## config.mk

```make
export PLATFORM = sky130hd
export DESIGN_NAME = irc_slave
export DESIGN_NICKNAME = d
export VERILOG_FILES = /design/src/irc_pkg.sv /design/src/irc_slave.sv
export SDC_FILE = /design/constraint.sdc
export NUM_CORES = 1
export LEC_CHECK = 0
export BUFFER_PORTS_ARGS = -buffer_cell sky130_fd_sc_hd__buf_4
export CORE_MARGIN = 5
export CORE_UTILIZATION = 59
export DETAILED_ROUTE_END_ITERATION = 10
export HOLD_SLACK_MARGIN = 0.02
export PLACE_DENSITY = 0.84
export SLEW_MARGIN = 15
export SYNTH_ARGS = -nofsm -noshare
export SYNTH_HDL_FRONTEND = slang
export SYNTH_SLANG_ARGS = --single-unit
```

## constraint.sdc

```tcl
create_clock -name mclk -period 2.82 [get_ports mclk]
set_input_delay 0.564 -clock mclk [delete_from_list [all_inputs] [get_ports mclk]]
set_output_delay 0.564 -clock mclk [all_outputs]
set_load 0.1 [all_outputs]
```

## src/irc_pkg.sv

```systemverilog
// irc_pkg: constants and carrier types for the i2c register access slave
// assumes one 100 MHz core clock; scl/sda are sampled asynchronously
// ============================================================
// Notes on behaviour
// [RQ1] a register read is a command transfer (address+write, four command bytes) then a data transfer (address+read, four bytes).
// [RQ2] an address byte with bit 0 set starts a read transfer and the device returns data in it.
// [RQ3] a complete read command fetches the selected port's register into a 32-bit holding buffer.
// [RQ4] read data leaves the holding buffer bits 31:24 first and bits 7:0 last.
// [RQ5] reading past the fourth byte wraps back to the most significant buffer byte.
// [RQ6] a repeated start between command and read transfer is handled like a stop and a new start.
// [RQ7] command byte 0 bits 2:0 hold the operation, 100b is read, bits 7:3 are reserved.
// [RQ8] port select high bit is command byte 1 bit 0, low bit is command byte 2 bit 7.
// [RQ9] command byte 2 bits 5:2 are byte enables for register bytes 0 to 3, one allows a change.
// [RQ10] address bits 11:10 are command byte 2 bits 1:0, bits 9:2 are command byte 3, bits 1:0 are zero.
// [RQ11] write data arrives most significant byte first, first byte to bits 31:24.
// [RQ12] operation 011b is a register write using the same port, enable and address fields.
// [RQ13] the device acks each address, command and write byte; the master acks read bytes and stops.
package irc_pkg;
  localparam logic [2:0] IRC_OP_WRITE  = 3'h3;
  localparam logic [2:0] IRC_OP_READ   = 3'h4;
  localparam logic [6:0] IRC_SADDR_RST = 7'h38;  // arbitrary default slave address
  localparam int         IRC_CMD_BYTES = 4;
  localparam int         IRC_DAT_BYTES = 4;
  localparam int         IRC_RW_BIT    = 0;
  localparam int         IRC_PSEL_HI   = 0;
  localparam int         IRC_PSEL_LO   = 7;
  localparam int         IRC_BE_MSB    = 5;
  localparam int         IRC_BE_LSB    = 2;
  localparam logic       IRC_LINE_IDLE = 1'b1;  // released bus level, also the synchroniser reset
  localparam logic [3:0] IRC_BYTE_BITS = 4'h8;  // clock rises in one byte before its ack bit
  localparam logic [3:0] IRC_LAST_CMD  = 4'h3;  // index of the last command byte
  localparam logic [3:0] IRC_LAST_DAT  = 4'h7;  // index of the last write data byte
  localparam logic [3:0] IRC_BYTE_SAT  = 4'h8;  // byte counter stops here

  typedef enum logic [2:0] {
    IRC_IDLE, IRC_ADDR, IRC_ACK, IRC_RX, IRC_TX, IRC_MACK, IRC_SKIP
  } irc_state_e;

  typedef struct packed {
    logic       valid;
    logic       write;
    logic [1:0] port;
    logic [3:0] be;
    logic [11:0] addr;
    logic [31:0] data;
  } irc_req_s;
endpackage

```

## src/irc_slave.sv

```systemverilog
// irc_slave: i2c slave giving an external master access to 32-bit config registers
// assumes the register side answers a read one mclk after reg_req with reg_rdata valid
`timescale 1ns/1ps
module irc_slave (
  input  wire logic             mclk,
  input  wire logic             rst_n,
  input  wire logic             ce,
  input  wire logic [6:0]       slave_addr,
  input  wire logic             scl_i,
  input  wire logic             sda_i,
  output logic                  sda_o,
  output logic                  sda_oe_n,
  output irc_pkg::irc_req_s     reg_req,
  input  wire logic [31:0]      reg_rdata,
  output logic                  busy
);
  import irc_pkg::*;

  // ============================================================
  // state
  // every flop sits in one record so the clock enable treats all of it alike; reset zeroes all but the line samples, which it sets high
  typedef struct packed {
    logic [1:0]  scl_s;   // two-flop synchroniser for the clock pin
    logic [1:0]  sda_s;   // two-flop synchroniser for the data pin
    logic        scl_q;   // previous synchronised clock, for edges
    logic        sda_q;   // previous synchronised data, for start and stop
    irc_state_e  st;
    logic [3:0]  bitc;    // clock rises seen in the current byte
    logic [7:0]  sh;      // receive and transmit shifter
    logic        rd;      // current transfer returns data
    logic [3:0]  bytec;   // bytes taken since the address, saturates
    logic [7:0]  cmd0;
    logic [7:0]  cmd1;
    logic [7:0]  cmd2;
    logic [7:0]  cmd3;
    logic [31:0] wdat;
    logic [31:0] hold;    // read holding buffer
    logic [1:0]  rptr;    // next holding buffer byte, 0 is bits 31:24
    logic        mack;    // master acked the last read byte
    logic        fetch;   // capture reg_rdata on this edge
    logic        drv;
    logic        dout;
    logic        bsy;
    irc_req_s    req;
  } irc_st_s;

  irc_st_s s_r;
  irc_st_s s_nxt;

  // ============================================================
  // pin sampling and bus events
  // only the second synchroniser stage is read; the third stage just finds edges
  logic       scl;
  logic       sda;
  logic       scl_rise;
  logic       scl_fall;
  logic       start_c;
  logic       stop_c;
  logic       byte_end;
  logic       rd_cmd;
  logic       wr_cmd;
  logic [7:0] tx_byte;

  assign scl      = s_r.scl_s[1];
  assign sda      = s_r.sda_s[1];
  assign scl_rise = scl & ~s_r.scl_q;
  assign scl_fall = ~scl & s_r.scl_q;
  assign start_c  = scl & s_r.scl_q & s_r.sda_q & ~sda;
  assign stop_c   = scl & s_r.scl_q & ~s_r.sda_q & sda;
  assign byte_end = scl_fall & (s_r.bitc == IRC_BYTE_BITS);

  // ============================================================
  // holding buffer byte chosen by the read pointer, most significant first
  always_comb begin
    case (s_r.rptr)
      2'h0:    tx_byte = s_r.hold[31:24];  // [RQ4]
      2'h1:    tx_byte = s_r.hold[23:16];
      2'h2:    tx_byte = s_r.hold[15:8];
      default: tx_byte = s_r.hold[7:0];
    endcase
  end

  // ============================================================
  // command decode
  // reserved bits of command byte 0 are ignored, only the low three pick the operation
  assign rd_cmd = (s_r.cmd0[2:0] == IRC_OP_READ);   // [RQ7]
  assign wr_cmd = (s_r.cmd0[2:0] == IRC_OP_WRITE);  // [RQ12]

  // ============================================================
  // next state
  always_comb begin
    s_nxt           = s_r;
    s_nxt.scl_s     = {s_r.scl_s[0], scl_i};
    s_nxt.sda_s     = {s_r.sda_s[0], sda_i};
    s_nxt.scl_q     = scl;
    s_nxt.sda_q     = sda;
    s_nxt.req.valid = 1'b0;
    // the register side answers a cycle after the request, so capture one cycle later
    s_nxt.fetch     = s_r.req.valid & ~s_r.req.write;
    if (s_r.fetch) begin
      s_nxt.hold = reg_rdata;  // [RQ3]
    end
    if (start_c) begin
      // repeated start restarts the address phase, same as after a stop [RQ6]
      s_nxt.st    = IRC_ADDR;
      s_nxt.bitc  = 4'h0;
      s_nxt.drv   = 1'b0;
      s_nxt.bytec = 4'h0;
      s_nxt.rptr  = 2'h0;
    end else if (stop_c) begin
      s_nxt.st  = IRC_IDLE;
      s_nxt.drv = 1'b0;
    end else begin
      case (s_r.st)
        IRC_IDLE: begin
          s_nxt.drv = 1'b0;
        end
        IRC_ADDR: begin
          if (scl_rise) begin
            s_nxt.sh   = {s_r.sh[6:0], sda};
            s_nxt.bitc = s_r.bitc + 4'h1;
          end
          if (byte_end) begin
            s_nxt.bitc = 4'h0;
            if (s_r.sh[7:1] == slave_addr) begin
              s_nxt.rd   = s_r.sh[IRC_RW_BIT];  // [RQ2]
              s_nxt.drv  = 1'b1;                // [RQ13]
              s_nxt.dout = 1'b0;
              s_nxt.st   = IRC_ACK;
            end else begin
              // another slave's transfer: stay off the line until the next start or stop
              s_nxt.st = IRC_SKIP;
            end
          end
        end
        IRC_RX: begin
          if (scl_rise) begin
            s_nxt.sh   = {s_r.sh[6:0], sda};
            s_nxt.bitc = s_r.bitc + 4'h1;
          end
          if (byte_end) begin
            s_nxt.bitc = 4'h0;
            s_nxt.drv  = 1'b1;  // [RQ13]
            s_nxt.dout = 1'b0;
            s_nxt.st   = IRC_ACK;
            case (s_r.bytec)
              4'h0:    s_nxt.cmd0 = s_r.sh;                      // [RQ7]
              4'h1:    s_nxt.cmd1 = s_r.sh;                      // [RQ8]
              4'h2:    s_nxt.cmd2 = s_r.sh;                      // [RQ9]
              4'h3:    s_nxt.cmd3 = s_r.sh;                      // [RQ10]
              default: s_nxt.wdat = {s_r.wdat[23:0], s_r.sh};  // [RQ11]
            endcase
            if (s_r.bytec != IRC_BYTE_SAT) begin
              s_nxt.bytec = s_r.bytec + 4'h1;
            end
            // a read fetches once its last command byte lands, ready for the data transfer
            if (s_r.bytec == IRC_LAST_CMD && rd_cmd) begin
              s_nxt.req.valid = 1'b1;  // [RQ1] [RQ3]
            end
            if (s_r.bytec == IRC_LAST_DAT && wr_cmd) begin
              s_nxt.req.valid = 1'b1;  // [RQ12]
            end
          end
        end
        IRC_ACK: begin
          // the ack bit ends on the next fall; a read transfer goes straight to data
          if (scl_fall) begin
            s_nxt.bitc = 4'h0;
            if (s_r.rd) begin
              s_nxt.sh   = tx_byte;
              s_nxt.rptr = s_r.rptr + 2'h1;  // [RQ5]
              s_nxt.dout = tx_byte[7];       // [RQ4]
              s_nxt.st   = IRC_TX;
            end else begin
              s_nxt.drv = 1'b0;
              s_nxt.st  = IRC_RX;
            end
          end
        end
        IRC_TX: begin
          if (scl_rise) begin
            s_nxt.bitc = s_r.bitc + 4'h1;
          end
          if (byte_end) begin
            s_nxt.drv = 1'b0;  // hand the line to the master for its ack
            s_nxt.st  = IRC_MACK;
          end else if (scl_fall) begin
            s_nxt.sh   = {s_r.sh[6:0], 1'b0};
            s_nxt.dout = s_r.sh[6];
          end
        end
        IRC_MACK: begin
          if (scl_rise) begin
            s_nxt.mack = ~sda;  // [RQ13]
          end
          if (scl_fall) begin
            s_nxt.bitc = 4'h0;
            if (s_r.mack) begin
              s_nxt.drv  = 1'b1;
              s_nxt.sh   = tx_byte;
              s_nxt.rptr = s_r.rptr + 2'h1;  // wraps to bits 31:24 after four [RQ5]
              s_nxt.dout = tx_byte[7];       // [RQ4]
              s_nxt.st   = IRC_TX;
            end else begin
              // a missing ack ends the read; wait for the master's stop
              s_nxt.st = IRC_SKIP;
            end
          end
        end
        default: begin
          s_nxt.drv = 1'b0;
        end
      endcase
    end

    // request fields only change with a request, so the register side sees them steady
    if (s_nxt.req.valid) begin
      s_nxt.req.write = wr_cmd;
      s_nxt.req.port  = {s_nxt.cmd1[IRC_PSEL_HI], s_nxt.cmd2[IRC_PSEL_LO]};  // [RQ8]
      s_nxt.req.be    = s_nxt.cmd2[IRC_BE_MSB:IRC_BE_LSB];                    // [RQ9]
      s_nxt.req.addr  = {s_nxt.cmd2[1:0], s_nxt.cmd3, 2'b00};                 // [RQ10]
      s_nxt.req.data  = wr_cmd ? s_nxt.wdat : 32'h0000_0000;                  // [RQ11]
    end
    s_nxt.bsy = (s_nxt.st != IRC_IDLE);
  end

  // ============================================================
  // registers
  // a low clock enable freezes the synchronisers too, so bus edges while it is low are not seen
  always_ff @(posedge mclk or negedge rst_n) begin
    if (!rst_n) begin
      s_r       <= '0;
      s_r.scl_s <= {2{IRC_LINE_IDLE}};
      s_r.sda_s <= {2{IRC_LINE_IDLE}};
      s_r.scl_q <= IRC_LINE_IDLE;
      s_r.sda_q <= IRC_LINE_IDLE;
    end else if (ce) begin
      s_r <= s_nxt;
    end
  end

  // ============================================================
  // outputs
  assign sda_o    = s_r.dout;
  assign sda_oe_n = ~s_r.drv;
  assign reg_req  = s_r.req;
  assign busy     = s_r.bsy;
endmodule // irc_slave

```

==> results.yml <==
run_status:
  status: "completed"
yosys:
  synth_simple_gate_area_share: 0.0883
  synth_top_family_by_area: "multiplexers"
  async_flop_share: 1.00
  synth_top_cells_by_count: "dfrtp_1 (160), mux2_2 (94), nand2_1 (78)"
  avgSynthCellArea_um2: 11.4
  synth_compound_area_frac: 0.126
  ys_types: 62
  synth-seq-cells: 166
  synthesis.area_um2: 8340
  netlist_top_cells_area: "dfrtp_1 (48%), mux2_2 (13%), mux2i_1 (5.8%)"
  synth.most_common_cell: "dfrtp_1"
  synth-xor-area-share: 0.00840
  ys_seq_area_frac: 0.499
  yosysWarningCount: 0
  synthMuxAreaShare: 0.184
  synth.top_cell.area_share: 0.480
  ys.flop_type: "dfrtp_1"
  synth_edf_count: 0
  synth_adder_area_share: 0.0165
  yosys.area.top_type: "dfrtp_1"
  synthCells: 730
floorplan:
  dieArea_um2: 16600
  start_util: 0.601
  ioPinCount: 99
  die_y_um: 129
  num_rows: 43
  die_w_um: 129
  core_um2: 13900
worst_setup_path:
  r2r_start: "s_r[168]$_DFFE_PN0P_"
  worstReg2RegEnd: "reg_req[0]$_DFFE_PN0P_"
  critPathMaxStageDelay_ns: 0.59
  cp_slowest_cell: "or3_4"
  r2r_cells: 7
  reg2reg_slack_ns: 0.11
  critPathArrivalTime_ns: 3.06
  critPathMaxFanout: 33
  path_cells: "inv_1, ha_1, nand3b_4, or3_1, or4_4, or3_4, o21ai_0"
  cp-start-kind: "flop"
  cp-end-kind: "flop"
  path_class: "reg2reg"
  critPathRequiredTime_ns: 3.17
drt:
  initialDrtViolationCount: 503
  vias: 5804
  wl_um: 18800
  drt_first_pass_iters: 7
  post-route-drc-count: 0
  wire_per_inst_um: 19.5
  antenna_left: 0
  avgViaCountPerCell: 6.02
timing:
  max_slew_margin: 0.539
  fin_crit_sh: 0.962
  finClkSkew_ns: 0.00647
  fmax_mhz: 369
  worstMarginPinSlew_ns: 0.683
  period_minus_slack_ns: 2.71
  final-max-slew-violation-count: 0
  rsz0062_at_grt: "false"
  setup_viol: 0
  finalHoldViolations: 0
  tns_ns: 0
clocking:
  cts_max_level: 4
  cts_buffers: 17
  clkLatencyLatePin_ns: 0.43
  post-cts-setup-buffers: 0
  cts_hold_buf: 0
  clkTransAtPathRegs_ns: 0.07
  clock_tree.root_cell: "clkbuf_16"
  cts.path.max_buffers: 2
  tritoncts: "done"
  cts_sinks: 166
  cts-resized-gates: 0
cells_and_area:
  syn_to_final_growth_pct: 14.6
  insertedDiodeCount: 0
  fin_util: 0.689
  nets: 826
  drive_above_1_share: 0.371
hold_path:
  hold_class: "in2async"
power:
  peakVddDrop_mv: 0.946
  p_leak_nw: 4.36
  powerDensity_nw_per_um2: 740
  power_mw: 7.07
place:
  gp_congestion: 0.957
  portBuffers: 96
  hpwlAfterDp_um: 13000
grt:
  grt_overflow: 0
  grt_pass1_wl_um: 30600
  grt_pass1_vias: 5963
  antenna_found_initial: 0
  grt_max_degree: 67
  grt_usage: 0.236
job:
  cap_violations: 0
==> final cells by class <==
type,instances,area [um^2]
clock buffers,18,429
clock inverters,14,199
fillers,971,4320
inverters,12,45.0
multi-input cells,454,3560
flip-flops and latches,166,4160
well taps,180,225
repair buffers,120,942
==> placed cells by master (no fill, tap or decap), types with 3 or more instances in the layout <==
master,netlist,layout
a21o_1,4,4
a21oi_1,10,10
a222oi_1,8,8
a22o_1,15,15
and3_1,3,3
buf_12,0,3
buf_4,52,116
bufinv_16,0,4
clkbuf_16,0,17
clkinvlp_4,0,3
dfrtp_1,160,160
dfstp_2,6,6
ha_1,11,11
inv_1,12,12
mux2_2,94,94
mux2i_1,48,48
nand2_1,78,78
nand2b_1,5,5
nand3_1,7,7
nand3b_1,4,4
nand4_1,3,3
nor2_1,11,11
nor2b_1,8,8
nor3_1,5,5
nor3b_1,3,3
nor4_1,5,5
o21a_1,3,3
o21ai_0,44,43
o21ai_2,29,30
o22ai_1,5,5
o31ai_1,3,3
xnor2_1,5,5
xor2_1,3,3
==> worst max path at each step <==
| stage | end | from | depth (start not counted) |
|---|---|---|---|
| detailed placement | reg_req[2]$_DFFE_PN0P_ | s_r[168]$_DFFE_PN0P_ | 7 |
| CTS | reg_req[2]$_DFFE_PN0P_ | s_r[168]$_DFFE_PN0P_ | 7 |
| global route | reg_req[17]$_DFFE_PN0P_ | s_r[168]$_DFFE_PN0P_ | 7 |
| floorplan | reg_req[10]$_DFFE_PN0P_ | s_r[168]$_DFFE_PN0P_ | 9 |
| global placement | reg_req[1]$_DFFE_PN0P_ | s_r[168]$_DFFE_PN0P_ | 7 |
| finish | reg_req[0]$_DFFE_PN0P_ | s_r[168]$_DFFE_PN0P_ | 7 |
==> through the flow <==
stage                     instance area [um^2]  setup WS, ns  instances  hold slack [ns]
after floorplan                           8350         0.314        731            0.268
after global placement                    8930         0.198        932            0.463
after detailed placement                  8930        0.0685        932            0.467
after CTS                                 9560        0.0586        964            0.107
after global routing                      9560       0.00324        964            0.109
final                                     9560         0.107        964           0.0747
==> per-layer routing <==
metal / routed length, um / global-route usage
met5: 0 / 0
met4: 447 / 0.0797
met3: 1230 / 0.0623
met1: 7500 / 0.300
met2: 9640 / 0.395
==> flip-flops by register name, summed over array words and instances (netlist names) <==
signal,count
sda_o,1
s_r,110
s_nxt,4
reg_req,50
busy,1
==> critical path, delay by kind of cell (launching register included) <==
kind | cells | cell delay [ns]
compound gates | 1 | 0.23
flops | 1 | 0.40
simple gates | 4 | 1.69
fa+ha+maj | 1 | 0.20
buf+inv | 1 | 0.11
==> cells by family after synthesis <==
| family | after synthesis |
|---|---|
| AOI/OAI and AO/OA | 144 |
| xor gates and xnor gates | 8 |
| adders and majority gates | 11 |
| buffers and inverters | 111 |
| DFF | 166 |
| muxes | 142 |
| other | 1 |
| and+or+nand+nor | 147 |
==> report_power, final <==
part           leakage [nW]  internal [mW]  switching (mW)
sequential             2.23           2.60           0.315
clock                 0.299           1.49           0.974
combinational          1.82          0.678            1.01
total                  4.36           4.77            2.30
(Power assumes the default switching activity.)
